`config.mk`:
```
export PLATFORM = sky130hd
export DESIGN_NAME = rdm_regbank
export DESIGN_NICKNAME = d
export VERILOG_FILES = /design/src/common/rdm_pkg.sv /design/src/verilog/rdm_regbank.sv /design/src/verilog/rdm_volt_decode.sv
export SDC_FILE = /design/constraint.sdc
export NUM_CORES = 1
export LEC_CHECK = 0
export BUFFER_PORTS_ARGS = -buffer_cell sky130_fd_sc_hd__buf_2
export CAP_MARGIN = 20
export CORE_UTILIZATION = 53
export DETAILED_ROUTE_END_ITERATION = 10
export GPL_ROUTABILITY_DRIVEN = 0
export PLACE_DENSITY = 0.87
export SLEW_MARGIN = 20
export SYNTH_ARGS = -nofsm -noshare
export SYNTH_HDL_FRONTEND = slang
export SYNTH_SLANG_ARGS = --single-unit
export TNS_END_PERCENT = 30
```
`constraint.sdc`:
```
create_clock -name clk_sys -period 3.6 [get_ports clk_sys]
set_input_delay 0.54 -clock clk_sys [delete_from_list [all_inputs] [get_ports clk_sys]]
set_output_delay 0.54 -clock clk_sys [all_outputs]
set_load 0.05 [all_outputs]
```
`src/common/rdm_pkg.sv`:
```
// constants for the regulator discharge and mode setting 0 register bank
package rdm_pkg;
    // register offsets on the internal register port
    localparam logic [7:0] RDM_OFS_DISCHARGE = 8'h21;
    localparam logic [7:0] RDM_OFS_MODE0_A   = 8'h22;

    // output_discharge_control field positions
    localparam int RDM_BIT_CORE_BUCK_OFF   = 3;
    localparam int RDM_BIT_SYS_BUCK_OFF    = 2;
    localparam int RDM_BIT_ALWAYS_ON_OFF   = 1;
    localparam int RDM_BIT_SYS_LINREG_OFF  = 0;

    // mode_zero_setup_a field positions
    localparam int RDM_BIT_SHIP            = 7;
    localparam int RDM_BIT_PIN_SELECT      = 6;
    localparam int RDM_CODE_MSB            = 5;
    localparam int RDM_CODE_LSB            = 0;

    // reset values
    localparam logic [7:0] RDM_RST_DISCHARGE = 8'h00;
    localparam logic [5:0] RDM_RST_CODE      = 6'h14;
    localparam logic       RDM_RST_PIN_SEL   = 1'b0;
    localparam logic [7:0] RDM_RST_RDATA     = 8'h00;

    // core buck voltage decode, millivolts
    localparam logic [5:0]  RDM_CODE_SAT      = 6'h28;
    localparam logic [5:0]  RDM_CODE_FIXED    = 6'h3f;
    localparam logic [10:0] RDM_MV_BASE       = 11'h1f4;
    localparam logic [10:0] RDM_MV_STEP       = 11'h019;
    localparam logic [10:0] RDM_MV_SAT        = 11'h5dc;
    localparam logic [10:0] RDM_MV_FIXED      = 11'h708;
    localparam logic [10:0] RDM_MV_RST        = 11'h3e8;
endpackage

```
`src/verilog/rdm_regbank.sv`:
```
// discharge control and mode setting 0 configuration register bank
`timescale 1ns/100ps
// Contract
// - bit 3 low: bleed core buck output while it is disabled
// - bit 2 low: bleed system buck output while it is disabled
// - bit 1 low: bleed always-on regulator output while disabled
// - bit 0 low: bleed system linear regulator output while disabled
// - setup bit 7 high requests ship mode for mode setting 0
// - pin-select low: mode comes only from internal request bits
// - pin-select high: mode comes only from external mode pins
// - pin-select reset value loads from a one-bit nonvolatile cell
// - voltage code: 0.5V plus 25mV steps, saturate 1.5V, all ones 1.8V
// - voltage code resets to the 1.00V code from nonvolatile storage
// - setup register is read and written; reads return last write
module rdm_regbank
    import rdm_pkg::*;
(
    input  wire logic        clk_sys,
    input  wire logic        rst,
    input  wire logic        nv_pin_select,
    input  wire logic [5:0]  nv_voltage_code,
    input  wire logic [7:0]  reg_addr,
    input  wire logic        reg_wr_en,
    input  wire logic [7:0]  reg_wdata,
    input  wire logic        reg_rd_en,
    output logic      [7:0]  reg_rdata,
    input  wire logic        core_buck_enabled,
    input  wire logic        system_buck_enabled,
    input  wire logic        always_on_regulator_enabled,
    input  wire logic        system_linear_regulator_enabled,
    output logic             core_buck_bleed_on,
    output logic             system_buck_bleed_on,
    output logic             always_on_reg_bleed_on,
    output logic             system_linreg_bleed_on,
    input  wire logic        mode_pin_low,
    input  wire logic        mode_pin_high,
    input  wire logic        mode_request_bit_low,
    input  wire logic        mode_request_bit_high,
    output logic      [1:0]  mode_select,
    output logic             ship_mode_request,
    output logic             pin_driven_mode_select,
    output logic      [5:0]  core_buck_voltage_code,
    output logic      [10:0] core_buck_millivolts
);
    typedef struct packed
    {
        logic [7:0] discharge;
        logic [7:0] setup_a;
        logic [7:0] rdata;
        logic [3:0] bleed;
        logic [1:0] mode_sel;
        logic       ship;
    } rdm_regs_s;

    rdm_regs_s state;
    rdm_regs_s next_state;

    logic wr_dis;
    logic wr_setup;

    assign wr_dis   = reg_wr_en && (reg_addr == RDM_OFS_DISCHARGE);
    assign wr_setup = reg_wr_en && (reg_addr == RDM_OFS_MODE0_A);

    // register writes, read mux and the derived controls
    // outputs except reg_rdata and core_buck_millivolts follow the new register value at the same edge as the write
    always_comb
    begin
        next_state = state;
        if (wr_dis)
        begin
            next_state.discharge = reg_wdata; // reserved bits stored only
        end
        if (wr_setup)
        begin
            next_state.setup_a = reg_wdata;
        end
        if (reg_rd_en)
        begin
            unique case (reg_addr)
                RDM_OFS_DISCHARGE: next_state.rdata = state.discharge;
                RDM_OFS_MODE0_A:   next_state.rdata = state.setup_a;
                default:           next_state.rdata = RDM_RST_RDATA; // unmapped reads zero
            endcase
        end
        // bleed only when disabled and the off bit is clear
        next_state.bleed[RDM_BIT_CORE_BUCK_OFF] =
            !core_buck_enabled && !next_state.discharge[RDM_BIT_CORE_BUCK_OFF];
        next_state.bleed[RDM_BIT_SYS_BUCK_OFF] =
            !system_buck_enabled && !next_state.discharge[RDM_BIT_SYS_BUCK_OFF];
        next_state.bleed[RDM_BIT_ALWAYS_ON_OFF] =
            !always_on_regulator_enabled
            && !next_state.discharge[RDM_BIT_ALWAYS_ON_OFF];
        next_state.bleed[RDM_BIT_SYS_LINREG_OFF] =
            !system_linear_regulator_enabled
            && !next_state.discharge[RDM_BIT_SYS_LINREG_OFF];
        // exactly one source steers the mode, never a mix
        if (next_state.setup_a[RDM_BIT_PIN_SELECT])
        begin
            next_state.mode_sel = {mode_pin_high, mode_pin_low};
        end
        else
        begin
            next_state.mode_sel = {mode_request_bit_high, mode_request_bit_low};
        end
        next_state.ship = next_state.setup_a[RDM_BIT_SHIP];
    end

    // synchronous reset samples the nonvolatile defaults while held
    always_ff @(posedge clk_sys)
    begin
        if (rst)
        begin
            state.discharge <= RDM_RST_DISCHARGE;
            state.setup_a   <= {1'b0, nv_pin_select, nv_voltage_code};
            state.rdata     <= RDM_RST_RDATA;
            state.bleed     <= 4'h0;
            state.mode_sel  <= 2'h0;
            state.ship      <= 1'b0;
        end
        else
        begin
            state <= next_state;
        end
    end

    // millivolt decode lags the code by one edge
    rdm_volt_decode u_decode
    (
        .clk_sys    (clk_sys),
        .rst        (rst),
        .code       (state.setup_a[RDM_CODE_MSB:RDM_CODE_LSB]),
        .millivolts (core_buck_millivolts)
    );

    assign reg_rdata              = state.rdata;
    assign core_buck_bleed_on     = state.bleed[RDM_BIT_CORE_BUCK_OFF];
    assign system_buck_bleed_on   = state.bleed[RDM_BIT_SYS_BUCK_OFF];
    assign always_on_reg_bleed_on = state.bleed[RDM_BIT_ALWAYS_ON_OFF];
    assign system_linreg_bleed_on = state.bleed[RDM_BIT_SYS_LINREG_OFF];
    assign mode_select            = state.mode_sel;
    assign ship_mode_request      = state.ship;
    assign pin_driven_mode_select = state.setup_a[RDM_BIT_PIN_SELECT];
    assign core_buck_voltage_code = state.setup_a[RDM_CODE_MSB:RDM_CODE_LSB];
endmodule

```
`src/verilog/rdm_volt_decode.sv`:
```
// core buck voltage code to millivolt decoder with registered output
`timescale 1ns/100ps
module rdm_volt_decode
    import rdm_pkg::*;
(
    input  wire logic        clk_sys,
    input  wire logic        rst,
    input  wire logic [5:0]  code,
    output logic      [10:0] millivolts
);
    typedef struct packed
    {
        logic [10:0] mv;
    } rdm_dec_s;

    rdm_dec_s state;
    rdm_dec_s next_state;

    // linear range, then saturation, then the fixed top code
    always_comb
    begin
        next_state = state;
        if (code == RDM_CODE_FIXED)
        begin
            next_state.mv = RDM_MV_FIXED;
        end
        else if (code > RDM_CODE_SAT)
        begin
            next_state.mv = RDM_MV_SAT;
        end
        else
        begin
            next_state.mv = RDM_MV_BASE + 11'(RDM_MV_STEP * {5'h00, code});
        end
    end

    always_ff @(posedge clk_sys)
    begin
        if (rst)
        begin
            state.mv <= RDM_MV_RST;
        end
        else
        begin
            state <= next_state;
        end
    end

    assign millivolts = state.mv;
endmodule

```
==> impl_metrics.tcl <==
set metrics [dict create \
    clockBufferDepth 2 \
    hold_path_class "primary input to register" \
    synthMuxAreaShare 0.0479 \
    diodes 0 \
    finalHoldViolations 0 \
    cts_sinks 41 \
    setup_slack_ns 0.627 \
    startpoint "core_buck_voltage_code[2]" \
    p_per_area_mw_per_mm2 490 \
    grt_pass1_vias 1766 \
    wl_per_cell_um 13.2 \
    ys_ff_latch 41 \
    reg2reg_depth 10 \
    ctsHoldBuffers 0 \
    synth_compound_area_frac 0.135 \
    core_area_mm2 0.00444 \
    synthAdderAreaFrac 0.174 \
    r2r-start "core_buck_voltage_code[2]" \
    grt_overflow 0 \
    critPathCapture "u_decode.millivolts[10]" \
    synth_edf_count 6 \
    die_area_mm2 0.00501 \
    p_leak_uw 0.00142 \
    antenna_found_initial 0 \
    timing_worst_setup_path_type "register to register" \
    report.final.slew_viol_count 0 \
    layout-drive-gt1-share 0.291 \
    drt-initial-drc-count 136 \
    synth_area_mm2 0.00251 \
    core.rowCount 24 \
    syn_to_final_growth_pct 12.7 \
    synth_cells 258 \
    slew_headroom 0.450 \
    fillers 372 \
    setup_viol 0 \
    cts_resized 0 \
    cap_violations 0 \
    critPathRequiredTime_ns 3.83 \
    viasPerCell 5.31 \
    post_cts_buffers 0 \
    htreeDepth 2 \
    worstPathArrival_ns 3.20 \
    worst-slew-pin-transition_ns 0.825 \
    reg2reg_to "u_decode.millivolts[10]" \
    synthXorXnorAreaFrac 0.00698 \
    drc_errors 0 \
    placed_area_mm2 0.00271 \
    synth-simple-area-share 0.181 \
    drt_wl_total_um 4730 \
    synthFlopType "dfxtp_1" \
    die_w_um 70.8 \
    fin_cells 358 \
    initial_utilization 0.564 \
    dp.cells 350 \
    nets 373 \
    synthArstFlopShare 0 \
    status "finished, final reports clean" \
    path_clk_slew_ns 0.09 \
    finalClockSkew_ns 0.00750 \
    drt_pre_antenna_iters 7 \
    clock_latency_ns 0.31 \
    r2r_slack_ns 0.63 \
    io_buffers 67 \
    path_max_fanout 6 \
    synth.distinct_cells 45 \
    timing.setup.tns_ns 0 \
    final_area_mm2 0.00283 \
    dpl_worst_slack_ns 0.655 \
    layout_min_cycle_time_ns 2.97 \
    peakVddDrop_mv 0.267 \
    die_h_um 70.8 \
    dp_hpwl_um 3560 \
    syn_nets 326 \
    grt_usage 0.201 \
    grt_max_degree 48 \
    grt_pass1_wl_um 7890 \
    rsz0062_at_grt "no" \
    avgSynthCellArea_um2 9.72 \
    seqCellArea_um2 881 \
    seq_area_frac_synth 0.351 \
    numCtsBuffers 5 \
    cts_tree "done" \
    multi_input_area_mm2 0.00136 \
    clock-root-buffer "clkbuf_8" \
    vias 1902 \
    io_pins 68 \
    synth_top_family_by_area "simple AND/OR/NAND/NOR gates" \
    fmax_ghz 0.336 \
    startpoint_type "register" \
    cp-end-kind "register" \
    ant_nets 0 \
    period_share 0.826 \
    yosysWarningCount 0 \
]
## worst max-delay path, cell delays in order, from the launching register on
cell	delay, ns
edfxtp_1	0.47
inv_1	0.14
ha_1	0.24
inv_1	0.07
fa_1	0.42
ha_1	0.35
fa_1	0.49
a211o_1	0.32
a21oi_1	0.14
o211ai_1	0.10
a31oi_1	0.16
## sequential cells by signal, summed over array words and instances (netlist names), named ones only
name / count
mode_select: 2
pin_driven_mode_select: 1
u_decode.millivolts: 11
core_buck_voltage_code: 6
system_linreg_bleed_on: 1
reg_rdata: 8
state: 8
core_buck_bleed_on: 1
always_on_reg_bleed_on: 1
system_buck_bleed_on: 1
## cells in the final DEF, fill, tap and decap left out, drive strengths merged, types with 2 or more instances in the layout
cell type / netlist / final
nor3b: 5 / 5
and3: 3 / 3
fa: 3 / 3
xnor2: 2 / 2
ha: 30 / 30
nand2b: 10 / 10
a21boi: 2 / 2
and2: 2 / 2
nor2: 16 / 16
nand3b: 2 / 2
a211o: 3 / 3
nand3: 10 / 10
o21ai: 10 / 10
inv: 18 / 18
a211oi: 2 / 2
mux2: 2 / 2
a21oi: 12 / 12
or2: 2 / 2
a22o: 8 / 8
dfxtp: 35 / 35
a21o: 5 / 5
buf: 22 / 67
clkbuf: 5 / 5
nand2: 20 / 20
a31oi: 2 / 2
edfxtp: 6 / 6
mux2i: 9 / 9
## stage by stage
step	power, µW	hold slack, ns	util
2_1_floorplan	912	0.450	-
3_3_place_gp	997	0.457	0.610
3_5_place_dp	1010	0.460	0.610
4_1_cts	1390	0.376	0.636
5_1_grt	1460	0.381	0.636
6_report	1390	0.383	0.636
## how the worst min path moves through the flow
stage                                               start                endpoint  slack (ns)  depth (start not counted)
after floorplan                              reg_rdata[0]            reg_rdata[0]        0.45                          2
after detailed placement                     reg_rdata[2]            reg_rdata[2]        0.46                          2
after CTS                 system_linear_regulator_enabled  system_linreg_bleed_on        0.38                          2
final                     system_linear_regulator_enabled  system_linreg_bleed_on        0.38                          2
after global placement                       reg_rdata[4]            reg_rdata[4]        0.46                          2
after global routing          always_on_regulator_enabled  always_on_reg_bleed_on        0.38                          2
## cells in the mapped netlist (3+ instances only)
library cell | n | area [µm²]
a21oi_1 | 12 | 60.1
and3_1 | 3 | 18.8
nand2_1 | 20 | 75.1
dfxtp_1 | 35 | 701
inv_1 | 18 | 67.6
a21o_1 | 5 | 37.5
nor3b_2 | 4 | 50.1
a211o_1 | 3 | 26.3
nand3_1 | 10 | 50.1
o21ai_0 | 4 | 20.0
fa_1 | 3 | 60.1
nand2b_1 | 10 | 62.6
a22o_1 | 8 | 70.1
nor2_1 | 16 | 60.1
mux2i_1 | 9 | 90.1
ha_1 | 30 | 375
buf_4 | 16 | 120
o21ai_1 | 6 | 30.0
clkbuf_1 | 5 | 18.8
edfxtp_1 | 6 | 180
buf_2 | 3 | 15.0
## power by group
part / switching, µW / total (µW) / internal, µW / leakage [µW]
registers: 18.7 / 520 / 501 / 0.000345
logic: 307 / 484 / 177 / 0.00102
clock network: 174 / 382 / 208 / 0.0000543
total: 500 / 1390 / 885 / 0.00142
## logic make-up after synthesis
group                    count (synthesis)
AND/OR/NAND/NOR                         76
multiplexers                            11
XOR/XNOR                                 2
AO/OA/AOI/OAI                           50
buffers and inverters                   45
adder cells (fa/ha/maj)                 33
flip-flops                              41
## metal layers
metal,track usage,up-vias,wire length (µm)
met5,0,-,0
li1,-,964,-
met4,0.0733,0,47
met2,0.325,61,2110
met1,0.259,873,2310
met3,0.0541,4,263
## area by class of cell
| cell class | instances | area share |
|---|---|---|
| Tap cell | 52 | 0.0230 |
| Multi-Input combinational cell | 172 | 0.482 |
| Sequential cell | 41 | 0.312 |
| Timing Repair Buffer | 67 | 0.119 |
| Clock buffer | 5 | 0.0243 |
| Clock inverter | 3 | 0.0164 |
| Inverter | 18 | 0.0239 |
No activity file was read; power rests on OpenSTA's default activity.
